--- config.mk ---
export PLATFORM = sky130hd
export DESIGN_NAME = uirl_top
export DESIGN_NICKNAME = d
export VERILOG_FILES = /design/src/verilog/uirl_pkg.sv /design/src/verilog/uirl_top.sv
export SDC_FILE = /design/constraint.sdc
export NUM_CORES = 1
export LEC_CHECK = 0
export ABC_CLOCK_PERIOD_IN_PS = 2200
export BUFFER_PORTS_ARGS = -buffer_cell sky130_fd_sc_hd__buf_2
export CAP_MARGIN = 0
export CORE_MARGIN = 3
export CORE_UTILIZATION = 35
export CTS_BUF_LIST = sky130_fd_sc_hd__clkbuf_4
export CTS_CLUSTER_DIAMETER = 100
export DETAILED_ROUTE_END_ITERATION = 12
export PLACE_DENSITY = 0.62
export SLEW_MARGIN = 20
export SYNTH_ARGS = -nofsm -noshare
export SYNTH_HDL_FRONTEND = slang
export SYNTH_SLANG_ARGS = --single-unit
--- constraint.sdc ---
create_clock -name clk -period 2.2 [get_ports clk]
set_input_delay 0.11 -clock clk [delete_from_list [all_inputs] [get_ports clk]]
set_output_delay 0.11 -clock clk [all_outputs]
set_load 0.05 [all_outputs]
--- src/verilog/uirl_pkg.sv ---
// Shared constants and carrier types for the UART interrupt and ready logic.
package uirl_pkg;

  localparam int ADDR_W = 5;
  localparam int CNT_W = 5;

  // Register byte offsets.
  localparam logic [ADDR_W-1:0] OFS_MASK = 5'h00;
  localparam logic [ADDR_W-1:0] OFS_FCTL = 5'h04;
  localparam logic [ADDR_W-1:0] OFS_TRIG = 5'h08;
  localparam logic [ADDR_W-1:0] OFS_ISRC = 5'h0C;
  localparam logic [ADDR_W-1:0] OFS_LSTAT = 5'h10;
  localparam logic [ADDR_W-1:0] OFS_MSTAT = 5'h14;

  // Reset values.
  localparam logic [3:0] MASK_RST = 4'h0;
  localparam logic [7:0] FCTL_RST = 8'h00;
  localparam logic [CNT_W-1:0] TRIG_RST = 5'h01;
  localparam logic [7:0] ISRC_RST = 8'h01;

  // Field positions.
  localparam int MASK_RX = 0;
  localparam int MASK_TX = 1;
  localparam int MASK_LS = 2;
  localparam int MASK_MS = 3;
  localparam int FCTL_FIFO_EN = 0;
  localparam int FCTL_DMA1 = 3;

  // Interrupt source codes, bit 0 high means nothing pending.
  localparam logic [3:0] SRC_NONE = 4'h1;
  localparam logic [3:0] SRC_LINE = 4'h6;
  localparam logic [3:0] SRC_RX = 4'h4;
  localparam logic [3:0] SRC_TIMEOUT = 4'hC;
  localparam logic [3:0] SRC_TX = 4'h2;
  localparam logic [3:0] SRC_MODEM = 4'h0;

  localparam logic [1:0] RESP_OKAY = 2'h0;
  localparam logic [1:0] RESP_SLVERR = 2'h2;

  // Status from the channel core, all on the same clock.
  typedef struct packed {
    logic [CNT_W-1:0] rxCount;
    logic [CNT_W-1:0] txCount;
    logic txShiftEmpty;
    logic [3:0] rxErr;
    logic fifoDataErr;
    logic [3:0] modemDelta;
    logic [3:0] modemLines;
    logic rxTimeout;
    logic thrWrite;
  } uirl_core_s;

endpackage : uirl_pkg

--- src/verilog/uirl_top.sv ---
// Interrupt masking, source reporting and DMA ready pins for one UART channel.
`timescale 1ns/1ps

module uirl_top
  import uirl_pkg::*;
#(
  parameter logic [CNT_W-1:0] FIFO_DEPTH = 5'h10
) (
  input wire logic clk,
  input wire logic rstn,
  input wire uirl_core_s core,
  output logic irqN,
  output logic txReadyN,
  output logic rxReadyN,
  input wire logic [ADDR_W-1:0] s_axi_awaddr,
  input wire logic s_axi_awvalid,
  output logic s_axi_awready,
  input wire logic [31:0] s_axi_wdata,
  input wire logic [3:0] s_axi_wstrb,
  input wire logic s_axi_wvalid,
  output logic s_axi_wready,
  output logic [1:0] s_axi_bresp,
  output logic s_axi_bvalid,
  input wire logic s_axi_bready,
  input wire logic [ADDR_W-1:0] s_axi_araddr,
  input wire logic s_axi_arvalid,
  output logic s_axi_arready,
  output logic [31:0] s_axi_rdata,
  output logic [1:0] s_axi_rresp,
  output logic s_axi_rvalid,
  input wire logic s_axi_rready
);

  ////////////////////////////////////////////////////////////////////////////
  // Register state, bus handshake holding and internal decode signals.

  logic [3:0] mask_reg;
  logic [7:0] fctl_reg;
  logic [CNT_W-1:0] trig_reg;
  logic txPend_reg;
  logic txEmptyPrev_reg;

  logic [ADDR_W-1:0] awAddr_reg;
  logic awHeld_reg;
  logic [7:0] wData_reg;
  logic wLane0_reg;
  logic wHeld_reg;

  logic fifoEn;
  logic dmaMode1;
  logic rxAvail;
  logic rxAtTrig;
  logic txEmpty;
  logic txFull;
  logic txSource;
  logic rxSource;
  logic lineSource;
  logic modemSource;
  logic timeoutSource;
  logic anySource;
  logic [3:0] srcCode;
  logic [7:0] isrValue;
  logic [7:0] lsrValue;
  logic [7:0] msrValue;
  logic doWrite;
  logic doRead;
  logic isrRead;
  logic [7:0] readValue;
  logic readHit;

  assign fifoEn = fctl_reg[FCTL_FIFO_EN];
  assign dmaMode1 = fifoEn & fctl_reg[FCTL_DMA1];
  assign rxAvail = core.rxCount != '0;
  assign txEmpty = core.txCount == '0;
  assign txFull = core.txCount >= FIFO_DEPTH;

  // Without FIFOs the holding register is a one-deep queue, so any data
  // counts as having reached the trigger.
  assign rxAtTrig = fifoEn ? (core.rxCount >= trig_reg) : rxAvail;

  ////////////////////////////////////////////////////////////////////////////
  // Status registers as the host sees them.

  always_comb begin
    lsrValue = '0;
    lsrValue[0] = rxAvail;
    lsrValue[4:1] = core.rxErr;
    lsrValue[5] = txEmpty;
    lsrValue[6] = txEmpty & core.txShiftEmpty;
    lsrValue[7] = core.fifoDataErr;
  end

  assign msrValue = {core.modemLines, core.modemDelta};

  ////////////////////////////////////////////////////////////////////////////
  // Interrupt sources.

  // A level follows the holding register; in FIFO mode only the drain
  // edge counts, so a host that already saw it is not pestered again.
  assign txSource = mask_reg[MASK_TX] & (fifoEn ? txPend_reg : txEmpty);
  assign rxSource = mask_reg[MASK_RX] & rxAtTrig;
  assign timeoutSource = mask_reg[MASK_RX] & fifoEn & core.rxTimeout & rxAvail;
  assign lineSource = mask_reg[MASK_LS] & (|core.rxErr);
  assign modemSource = mask_reg[MASK_MS] & (|core.modemDelta);
  assign anySource = txSource | rxSource | timeoutSource | lineSource | modemSource;

  always_comb begin
    if (lineSource) begin
      srcCode = SRC_LINE;
    end else if (rxSource) begin
      srcCode = SRC_RX;
    end else if (timeoutSource) begin
      srcCode = SRC_TIMEOUT;
    end else if (txSource) begin
      srcCode = SRC_TX;
    end else if (modemSource) begin
      srcCode = SRC_MODEM;
    end else begin
      srcCode = SRC_NONE;
    end
  end

  assign isrValue = {fifoEn, fifoEn, 2'b00, srcCode};

  always_ff @(posedge clk or negedge rstn) begin
    if (!rstn) begin
      txEmptyPrev_reg <= 1'b1;
    end else begin
      txEmptyPrev_reg <= txEmpty;
    end
  end

  // A new drain edge in the same cycle as a clear keeps the flag set.
  always_ff @(posedge clk or negedge rstn) begin
    if (!rstn) begin
      txPend_reg <= 1'b0;
    end else if (txEmpty & ~txEmptyPrev_reg) begin
      txPend_reg <= 1'b1;
    end else if (isrRead | core.thrWrite) begin
      txPend_reg <= 1'b0;
    end
  end

  always_ff @(posedge clk or negedge rstn) begin
    if (!rstn) begin
      irqN <= 1'b1;
    end else begin
      irqN <= ~anySource;
    end
  end

  ////////////////////////////////////////////////////////////////////////////
  // DMA ready pins.

  always_ff @(posedge clk or negedge rstn) begin
    if (!rstn) begin
      txReadyN <= 1'b1;
    end else if (dmaMode1) begin
      txReadyN <= txFull;
    end else begin
      // The write pulse raises the pin before the count catches up.
      txReadyN <= ~(txEmpty & ~core.thrWrite);
    end
  end

  always_ff @(posedge clk or negedge rstn) begin
    if (!rstn) begin
      rxReadyN <= 1'b1;
    end else if (dmaMode1) begin
      if (!rxAvail) begin
        rxReadyN <= 1'b1;
      end else if ((core.rxCount >= trig_reg) | core.rxTimeout) begin
        rxReadyN <= 1'b0;
      end
    end else begin
      rxReadyN <= ~rxAvail;
    end
  end

  ////////////////////////////////////////////////////////////////////////////
  // AXI4-Lite write path: address and data are taken independently.

  assign doWrite = awHeld_reg & wHeld_reg & ~s_axi_bvalid;

  always_ff @(posedge clk or negedge rstn) begin
    if (!rstn) begin
      awHeld_reg <= 1'b0;
      awAddr_reg <= '0;
    end else if (s_axi_awvalid & s_axi_awready) begin
      awHeld_reg <= 1'b1;
      awAddr_reg <= s_axi_awaddr;
    end else if (doWrite) begin
      awHeld_reg <= 1'b0;
    end
  end

  always_ff @(posedge clk or negedge rstn) begin
    if (!rstn) begin
      wHeld_reg <= 1'b0;
      wData_reg <= '0;
      wLane0_reg <= 1'b0;
    end else if (s_axi_wvalid & s_axi_wready) begin
      wHeld_reg <= 1'b1;
      wData_reg <= s_axi_wdata[7:0];
      wLane0_reg <= s_axi_wstrb[0];
    end else if (doWrite) begin
      wHeld_reg <= 1'b0;
    end
  end

  always_ff @(posedge clk or negedge rstn) begin
    if (!rstn) begin
      s_axi_awready <= 1'b0;
      s_axi_wready <= 1'b0;
    end else begin
      s_axi_awready <= ~awHeld_reg & ~(s_axi_awvalid & s_axi_awready);
      s_axi_wready <= ~wHeld_reg & ~(s_axi_wvalid & s_axi_wready);
    end
  end

  always_ff @(posedge clk or negedge rstn) begin
    if (!rstn) begin
      s_axi_bvalid <= 1'b0;
      s_axi_bresp <= RESP_OKAY;
    end else if (doWrite) begin
      s_axi_bvalid <= 1'b1;
      case (awAddr_reg)
        OFS_MASK, OFS_FCTL, OFS_TRIG, OFS_ISRC, OFS_LSTAT, OFS_MSTAT: begin
          s_axi_bresp <= RESP_OKAY;
        end
        default: begin
          s_axi_bresp <= RESP_SLVERR;
        end
      endcase
    end else if (s_axi_bready) begin
      s_axi_bvalid <= 1'b0;
    end
  end

  always_ff @(posedge clk or negedge rstn) begin
    if (!rstn) begin
      mask_reg <= MASK_RST;
      fctl_reg <= FCTL_RST;
      trig_reg <= TRIG_RST;
    end else if (doWrite & wLane0_reg) begin
      case (awAddr_reg)
        OFS_MASK: begin
          mask_reg <= wData_reg[3:0];
        end
        OFS_FCTL: begin
          fctl_reg <= wData_reg;
        end
        OFS_TRIG: begin
          // Zero would hold the receive sources on with an empty FIFO.
          trig_reg <= (wData_reg[CNT_W-1:0] == '0) ? TRIG_RST : wData_reg[CNT_W-1:0];
        end
        default: begin
          mask_reg <= mask_reg;
        end
      endcase
    end
  end

  ////////////////////////////////////////////////////////////////////////////
  // AXI4-Lite read path: one cycle from address to data.

  assign doRead = s_axi_arvalid & s_axi_arready;
  assign isrRead = doRead & (s_axi_araddr == OFS_ISRC);

  always_comb begin
    readHit = 1'b1;
    case (s_axi_araddr)
      OFS_MASK: begin
        readValue = {4'h0, mask_reg};
      end
      OFS_FCTL: begin
        readValue = fctl_reg;
      end
      OFS_TRIG: begin
        readValue = {3'h0, trig_reg};
      end
      OFS_ISRC: begin
        readValue = isrValue;
      end
      OFS_LSTAT: begin
        readValue = lsrValue;
      end
      OFS_MSTAT: begin
        readValue = msrValue;
      end
      default: begin
        readValue = 8'h00;
        readHit = 1'b0;
      end
    endcase
  end

  always_ff @(posedge clk or negedge rstn) begin
    if (!rstn) begin
      s_axi_arready <= 1'b0;
    end else begin
      s_axi_arready <= ~s_axi_rvalid & ~doRead;
    end
  end

  always_ff @(posedge clk or negedge rstn) begin
    if (!rstn) begin
      s_axi_rvalid <= 1'b0;
      s_axi_rdata <= '0;
      s_axi_rresp <= RESP_OKAY;
    end else if (doRead) begin
      s_axi_rvalid <= 1'b1;
      s_axi_rdata <= {24'h000000, readValue};
      s_axi_rresp <= readHit ? RESP_OKAY : RESP_SLVERR;
    end else if (s_axi_rready) begin
      s_axi_rvalid <= 1'b0;
    end
  end

endmodule : uirl_top
==> results of run 1 <==
## worst max-delay path, cell delays in order, from the launching register on
cell and delay [ns]:
dfrtp_2 0.45, nand3b_4 0.18, or4_4 0.50, or3b_1 0.51
mux2_4 0.34
## how the worst max path moves through the flow
stage,end,slack [ns]
floorplan,trig_reg[1],0.09
global placement,trig_reg[3],0.18
detailed placement,trig_reg[4],0.14
CTS,trig_reg[4],0.12
global route,trig_reg[4],0.04
finish,trig_reg[4],0.12
## kinds of logic (layout without fill, tap and decap cells)
kind of cell,after synthesis,after routing,synth area share (%)
simple gates,65,65,12.7
flops,53,53,47.6
compound gates,46,46,11.4
buf+inv,43,113,9.53
mux,40,40,16.3
fa+ha+maj,5,5,2.24
other cells,1,26,0.134
## where the power goes
| part | switching [mW] | total (mW) | leakage [nW] | internal [mW] |
|---|---|---|---|---|
| Clock | 0.301 | 0.436 | 0.0293 | 0.135 |
| Combinational | 0.663 | 1.17 | 0.982 | 0.504 |
| Sequential | 0.308 | 1.63 | 0.666 | 1.32 |
## timing repair
action                                  CTS  global route
hold buffers                             21             0
endpoints found under the hold margin    35             0
endpoints found under the setup margin    0             0
gates resized for setup                   0             0
## layer usage
layer,global-route usage [%],vias up
li1,-,1056
met1,18.6,1050
met2,23.9,85
met3,3.00,7
met4,3.08,0
met5,0,-
## cell usage after synthesis (2+ instances only)
| master | n | area, µm² |
|---|---|---|
| nand2b_1 | 3 | 18.8 |
| mux2_4 | 4 | 60.1 |
| o21ai_0 | 12 | 60.1 |
| o2bb2ai_1 | 3 | 26.3 |
| dfrtp_1 | 48 | 1200 |
| nor3_1 | 4 | 20.0 |
| buf_4 | 26 | 195 |
| nand3_1 | 4 | 20.0 |
| a221oi_1 | 2 | 17.5 |
| dfstp_2 | 5 | 131 |
| ha_1 | 5 | 62.6 |
| inv_1 | 10 | 37.5 |
| nand4_1 | 4 | 25.0 |
| mux2_2 | 28 | 315 |
| nor2_1 | 14 | 52.6 |
| o41ai_1 | 4 | 35.0 |
| nor4_1 | 2 | 12.5 |
| a21oi_1 | 7 | 35.0 |
| o211ai_1 | 2 | 15.0 |
| and2_1 | 2 | 12.5 |
| nand3b_1 | 2 | 15.0 |
| clkbuf_1 | 6 | 22.5 |
| or3_1 | 3 | 18.8 |
| nor2b_1 | 2 | 12.5 |
| mux2i_1 | 8 | 80.1 |
| a22o_1 | 2 | 17.5 |
| nand2_1 | 16 | 60.1 |
| o21a_1 | 2 | 15.0 |
| a211o_1 | 2 | 17.5 |
## per-stage QoR
stage	utilization (%)	cells
after floorplan	-	278
after global placement	42.4	418
after detailed placement	42.4	418
after CTS	45.9	447
after global routing	45.9	447
final	45.9	447
## cell type report
| class | instances | area, µm² |
|---|---|---|
| Sequential cell | 53 | 1330 |
| Tap cell | 99 | 124 |
| Fill cell | 716 | 4050 |
| Timing Repair Buffer | 95 | 593 |
| Clock buffer | 6 | 45.0 |
| Clock inverter | 2 | 11.3 |
| Multi-Input combinational cell | 182 | 1290 |
| Inverter | 10 | 37.5 |
==> results.cfg, run 1 <==
[route]
vias = 2198
route.met3.wl_um = 478
first_pass_iters = 4
met2WireLength_um = 2940
violation_count_after_the_first_detailed_routing_iteration = 45
avgRoutedWirePerCell_um = 14.1
drt-total-wl_um = 6290
wirelength_met1_um = 2820
drt_drc_violations_left = 0
top_signal_layer_used = met4
drt-vias-per-instance = 4.92
ant_nets = 0

[yosys]
netlist-cell-type-count = 50
synth_enable_flop_cells = 0
synth_flop_cell = dfrtp_1
synth-seq-area-share_pct = 47.6
netlist_instances = 253
synth_area_mm2 = 0.00280
ys.warnings.count = 0
async_reset_ff_share_pct = 100
postSynthRegisterBits = 53
syn_avg_cell_area_um2 = 11.1

[cells_and_area]
most_frequent_cells_in_the_layout = buf_2 (69), dfrtp_1 (47), mux2_2 (28)
antenna_cells = 0
num-nets-final = 431
fin_area_mm2 = 0.00344
drive_above_1_share_pct = 35.3
layout_commonest_cell = buf_2
areaGrowthSynthToFinish_pct = 22.9

[worst_setup_path]
arrival_ns = 2.34
ff2ff_path_depth = 4
startpoint = s_axi_bvalid
setup.reg_to_reg.worst_slack_ns = 0.12
crit_fanout = 6
crit-reg2reg-capture = trig_reg[4]
required_ns = 2.46
criticalPathCategory = reg2reg
critPathCaptureType = flip-flop
timing.critical_path.from_type = flip-flop
regToRegStartpoint = s_axi_bvalid

[power_and_ir_drop]
worst_supply_voltage_drop_on_vdd_uv = 741
power_density_cells_mw_per_mm2 = 939
overall_power_of_the_completed_layout_mw = 3.23
power.static_leakage_nw = 1.68

[grt]
globalRoute.totalOverflow = 0
global_route.usage.total_pct = 14.1
first_pass_grt_wire_length_um = 10000
via_count_of_the_first_global_routing_pass = 2137
grt_start_max_net_pins = 20
number_of_antenna_violations_at_the_first_check_in_global_routing = 0

[die]
core_mm2 = 0.00749
dieArea_mm2 = 0.00910
std_cell_rows = 31
dieHeight_um = 95.4
starting_utilization_of_the_core_area_pct = 37.4
dieWidth_um = 95.4
io_pins = 123

[cts]
clock_sinks = 53
numCtsBuffers = 5
cts_post_setup_buffers_inserted = 0
ctsHtreeMaxLevel = 2
clockBufferDepth = 2
clk_transition_reported_paths_ns = 0.15
clock_tree.root_cell = clkbuf_4
clock_insertion_delay_worst_skew_ns = 0.36
cts_tree = yes

[hold_path]
worstHoldPathCells = 3
hold_class = in2reg
timing.hold.worst.start = core[0]
min_to = txPend_reg

[timing]
setup_viol = 0
timing.hold.ws_ns = 0.0268
slew_headroom_pct = 59.4
tightest_slew_ns = 0.604
rsz0062_at_grt = false
slew_violations = 0
upper_clock_frequency_limit_mhz = 481
setup_slack_ns = 0.120
setup-tns-final_ns = 0
fin_crit_ns = 2.08
finalHoldViolCount = 0
layout_worst_path_cycle_share_pct = 94.5
worst_clock_skew_ns = 0.00836

[placed_design]
placement.setup.worst_slack_ns = 0.140
hpwl_um = 4860
port_buffers = 69
detailed_place.area_mm2 = 0.00317
place.gp.congestion = 0.869

[run]
maxCapViolations = 0

[status]
status = completed
No activity file was read; power rests on OpenSTA's default activity.
==> run 2, diff against run 1 <==
CORE_MARGIN = 1   (was 3)
CORE_UTILIZATION = 45   (was 35)
PLACE_DENSITY = 0.77   (was 0.62)
==> run 2 against run 1 <==
Flip-flop and latch count unchanged. Register-to-register slack hardly changed. Maximum frequency is 0.39% higher. Die area decreased by 28%. First-iteration DRC count rose to 2.6 times the previous value. Cell area hardly changed. Wire length is 5.2% lower. Non-clock buffer count decreased by 1. Critical path type unchanged. Largest power group unchanged.
==> results.cfg, run 2 (synthesized netlist as in run 1, its figures left out) <==
[status]
status = completed

[timing]
finalHoldViolCount = 0
setup-tns-final_ns = 0
rsz0062_at_grt = false
upper_clock_frequency_limit_mhz = 483
worst_clock_skew_ns = 0.00489
fin_crit_ns = 2.07
layout_worst_path_cycle_share_pct = 94.2
tightest_slew_ns = 0.709
setup_viol = 0
slew_violations = 0
slew_headroom_pct = 52.7

[placed_design]
numPlacedInstances = 393
place.gp.congestion = 0.871
port_buffers = 69
hpwl_um = 4430

[die]
starting_utilization_of_the_core_area_pct = 47.0
io_pins = 123
core_mm2 = 0.00596
std_cell_rows = 28
dieWidth_um = 80.9
dieArea_mm2 = 0.00654
dieHeight_um = 80.9

[cts]
cts_tree = yes
clock_insertion_delay_worst_skew_ns = 0.37
clock_sinks = 53
clockBufferDepth = 2
numCtsBuffers = 5
clock_tree.root_cell = clkbuf_4
ctsHtreeMaxLevel = 2
clk_transition_reported_paths_ns = 0.14

[grt]
globalRoute.totalOverflow = 0
global_route.usage.total_pct = 19.8
number_of_antenna_violations_at_the_first_check_in_global_routing = 0
first_pass_grt_wire_length_um = 9840
via_count_of_the_first_global_routing_pass = 2101
grt_start_max_net_pins = 31

[worst_setup_path]
regToRegStartpoint = s_axi_bvalid
criticalPathCategory = reg2reg
crit_fanout = 6
timing.critical_path.cells = nand3b_4 -> or4_4 -> or3b_1 -> mux2_4
timing.critical_path.from_type = flip-flop
crit_family = simple AND/OR/NAND/NOR gates
setup.reg_to_reg.worst_slack_ns = 0.13
crit-reg2reg-capture = trig_reg[1]
critPathMaxStageDelay_ns = 0.51
ff2ff_path_depth = 4
critPathCaptureType = flip-flop
required_ns = 2.48
critical_path.slowest_cell = or3b_1
arrival_ns = 2.35
cp.buffers_inverters = 0

[cells_and_area]
layout_commonest_cell = buf_2
antenna_cells = 0
num-nets-final = 430
most_frequent_cells_in_the_layout = buf_2 (69), dfrtp_1 (47), mux2_2 (28)
filler_instances = 518
areaGrowthSynthToFinish_pct = 22.8
finalNonFillerCells = 422
drive_above_1_share_pct = 35.2
finish.utilization_pct = 57.7

[hold_path]
worstHoldPathCells = 3
timing.hold.worst.start = core[0]
min_to = txPend_reg
hold_class = in2reg

[route]
drt-total-wl_um = 5960
drt-vias-per-instance = 5.20
ant_nets = 0
drt_drc_violations_left = 0
first_pass_iters = 4
violation_count_after_the_first_detailed_routing_iteration = 117
vias = 2196
avgRoutedWirePerCell_um = 14.1

[power_and_ir_drop]
power_density_cells_mw_per_mm2 = 974
worst_supply_voltage_drop_on_vdd_uv = 890
power.static_leakage_nw = 1.69
overall_power_of_the_completed_layout_mw = 3.34

[run]
maxCapViolations = 0
## run 2: cell count changes in the layout (fill, tap and decap cells not counted)
cell        before  now
clkinvlp_4       1    0
buf_12           0    1
bufinv_16        0    1
buf_4            5    3
## run 2: per-layer routing
layer  up-vias  wire length (µm)  global-route usage, %
li1       1051                 -                      -
met1      1034              2560                   24.8
met2       102              2910                   34.2
met3         9               423                   4.94
met4         0                67                   4.82
met5         -                 0                      0
## run 2: worst max-delay path by stage
stage / from / endpoint / depth (start not counted) / slack [ns]
2_1_floorplan: s_axi_bvalid / trig_reg[1] / 5 / 0.09
3_3_place_gp: s_axi_bvalid / trig_reg[4] / 4 / 0.19
3_5_place_dp: s_axi_bvalid / trig_reg[3] / 4 / 0.14
4_1_cts: s_axi_bvalid / trig_reg[1] / 4 / 0.14
5_1_grt: s_axi_bvalid / trig_reg[4] / 4 / 0.07
6_report: s_axi_bvalid / trig_reg[1] / 4 / 0.13
## run 2: through the flow
stage	hold slack (ns)	cell area (µm²)	worst slack, ns
finish	0.0225	3430	0.128
global route	0.0317	3430	0.0696
CTS	0.0148	3430	0.140
detailed placement	0.200	3150	0.142
global placement	0.196	3150	0.187
floorplan	-0.186	2890	0.0916
## run 2: worst register-to-register path, stage by stage, from the launching register on
cell,delay [ns]
dfrtp_2,0.45
nand3b_4,0.18
or4_4,0.50
or3b_1,0.51
mux2_4,0.34
## run 2: report_power, final
group	leakage (nW)	switching (mW)	total (mW)	internal (mW)
combinational	0.982	0.678	1.18	0.506
clock	0.0433	0.294	0.544	0.249
sequential	0.666	0.297	1.62	1.32
total	1.69	1.27	3.34	2.07
## run 2: repair_timing
item / 4_1_cts / 5_1_grt
endpoints found under the setup margin: 0 / 0
hold buffers: 21 / 0
buffers inserted: 0 / 0
resized for setup: 0 / 0
endpoints found under the hold margin: 44 / 0
## run 2: cell type report
type,instances,area (µm²),share of cell area [%]
well taps,75,93.8,2.73
clock buffers,6,45.0,1.31
multi-input cells,182,1290,37.6
repair buffers,94,598,17.4
flip-flops and latches,53,1330,38.8
clock inverters,2,33.8,0.984
inverters,10,37.5,1.09
==> run 3, diff against run 2 <==
CTS_BUF_LIST = sky130_fd_sc_hd__clkbuf_2   (was sky130_fd_sc_hd__clkbuf_4)
==> run 3 against run 2 <==
First-iteration DRC count grew 1.7%. Clock skew grew 0.0022 ns. Setup slack lost 0.017 ns. Register-to-register slack lost 0.02 ns. Via count grew 1.3%. Sequential power is essentially flat. Hold slack gained 0.0070 ns. Largest power group unchanged.
==> results.cfg, run 3 (synthesized netlist as in run 1, its figures left out) <==
[grt]
globalRoute.totalOverflow = 0
number_of_antenna_violations_at_the_first_check_in_global_routing = 0
first_pass_grt_wire_length_um = 9910
grt_start_max_net_pins = 31
global_route.usage.total_pct = 19.9
via_count_of_the_first_global_routing_pass = 2108

[die]
io_pins = 123
dieHeight_um = 80.9
dieWidth_um = 80.9
starting_utilization_of_the_core_area_pct = 47.0
core_mm2 = 0.00596
dieArea_mm2 = 0.00654
std_cell_rows = 28

[timing]
finalHoldViolCount = 0
slew_headroom_pct = 52.4
slew_violations = 0
worst_clock_skew_ns = 0.00713
setup_slack_ns = 0.111
tightest_slew_ns = 0.715
layout_worst_path_cycle_share_pct = 94.9
setup-tns-final_ns = 0
fin_crit_ns = 2.09
setup_viol = 0
rsz0062_at_grt = false
upper_clock_frequency_limit_mhz = 479
timing.hold.ws_ns = 0.0295

[cts]
clock_insertion_delay_worst_skew_ns = 0.43
clockBufferDepth = 2
clock_tree.root_cell = clkbuf_2
ctsHtreeMaxLevel = 2
numCtsBuffers = 5
cts_post_setup_buffers_inserted = 0
clock_sinks = 53
clk_transition_reported_paths_ns = 0.25
cts_tree = yes

[route]
route.met3.wl_um = 412
drt-total-wl_um = 6010
wirelength_met1_um = 2580
first_pass_iters = 4
met2WireLength_um = 2980
violation_count_after_the_first_detailed_routing_iteration = 119
ant_nets = 0
drt_drc_violations_left = 0
drt-vias-per-instance = 5.19
top_signal_layer_used = met4
avgRoutedWirePerCell_um = 14.0
vias = 2225

[worst_setup_path]
timing.critical_path.cells = nand3b_4 -> or4_4 -> or3b_1 -> mux2_4
required_ns = 2.55
crit_fanout = 6
critical_path.slowest_cell = or3b_1
critPathMaxStageDelay_ns = 0.51
criticalPathCategory = reg2reg
cp.depth = 4
setup.reg_to_reg.worst_slack_ns = 0.11
cp.buffers_inverters = 0
timing.critical_path.from_type = flip-flop
ff2ff_path_depth = 4
critPathCaptureType = flip-flop
crit_family = simple AND/OR/NAND/NOR gates
regToRegStartpoint = s_axi_bvalid
arrival_ns = 2.44
critPathCapture = trig_reg[1]
startpoint = s_axi_bvalid
crit-reg2reg-capture = trig_reg[1]

[status]
status = completed

[power_and_ir_drop]
power_density_cells_mw_per_mm2 = 946
overall_power_of_the_completed_layout_mw = 3.30
worst_supply_voltage_drop_on_vdd_uv = 1030
power.static_leakage_nw = 1.72

[cells_and_area]
most_frequent_cells_in_the_layout = buf_2 (69), dfrtp_1 (47), mux2_2 (28), dlygate4sd3_1 (28), conb_1 (26)
num-nets-final = 437
drive_above_1_share_pct = 34.5
filler_instances = 511
layout_commonest_cell = buf_2
antenna_cells = 0
areaGrowthSynthToFinish_pct = 24.7
finalNonFillerCells = 429

[run]
maxCapViolations = 0

[placed_design]
port_buffers = 69
placement.setup.worst_slack_ns = 0.142
numPlacedInstances = 393
place.gp.congestion = 0.871
hpwl_um = 4430

[hold_path]
hold_class = in2reg
==> run 3: changes by cell type in the layout (fill, tap and decap cells not counted), sizes merged <==
cell	delta
dlygate4sd3	+7
==> run 3: report_power, final <==
| part | switching [mW] | internal [mW] |
|---|---|---|
| Sequential | 0.299 | 1.32 |
| Clock | 0.293 | 0.193 |
| Combinational | 0.679 | 0.521 |
| Total | 1.27 | 2.03 |
==> run 3: worst min-delay path by stage <==
stage | slack (ns) | cells past startpoint | to | from
CTS | 0.00003 | 3 | rxReadyN | core[1]
finish | 0.03 | 3 | rxReadyN | core[23]
global route | 0.006 | 3 | rxReadyN | core[23]
detailed placement | 0.20 | 1 | s_axi_rdata[3] | rstn
global placement | 0.20 | 1 | s_axi_rdata[3] | rstn
floorplan | -0.19 | 0 | awAddr_reg[0] | rstn
==> run 3: worst register-to-register path, delay by kind of cell (launching register included) <==
family        cells  cell delay (ns)
mux               1             0.34
flops             1             0.48
simple gates      3             1.19
==> run 3: cell type report <==
cell class                      instances  area [µm²]  share of cell area [%]
Timing Repair Buffer                  101         668                    19.1
Sequential cell                        53        1330                    38.2
Tap cell                               75        93.8                    2.69
Clock inverter                          2        33.8                   0.968
Multi-Input combinational cell        182        1290                    37.0
Clock buffer                            6        30.0                   0.861
Inverter                               10        37.5                    1.08
==> run 3: metrics by stage <==
step | utilization [%] | cell area [µm²]
after floorplan | - | 2890
after global placement | 52.8 | 3150
after detailed placement | 52.8 | 3150
after CTS | 58.3 | 3470
after global routing | 58.6 | 3490
final | 58.6 | 3490
==> run 3: per-layer routing <==
layer / vias up / global-route usage [%]
li1: 1070 / -
met1: 1057 / 25.1
met2: 92 / 35.0
met3: 6 / 4.38
met4: 0 / 4.11
met5: - / 0
==> run 3: what timing repair did <==
item / CTS / global route
endpoints found under the setup margin: 0 / 0
resized for setup: 0 / 0
hold endpoints to repair: 47 / 1
hold buffers: 26 / 2
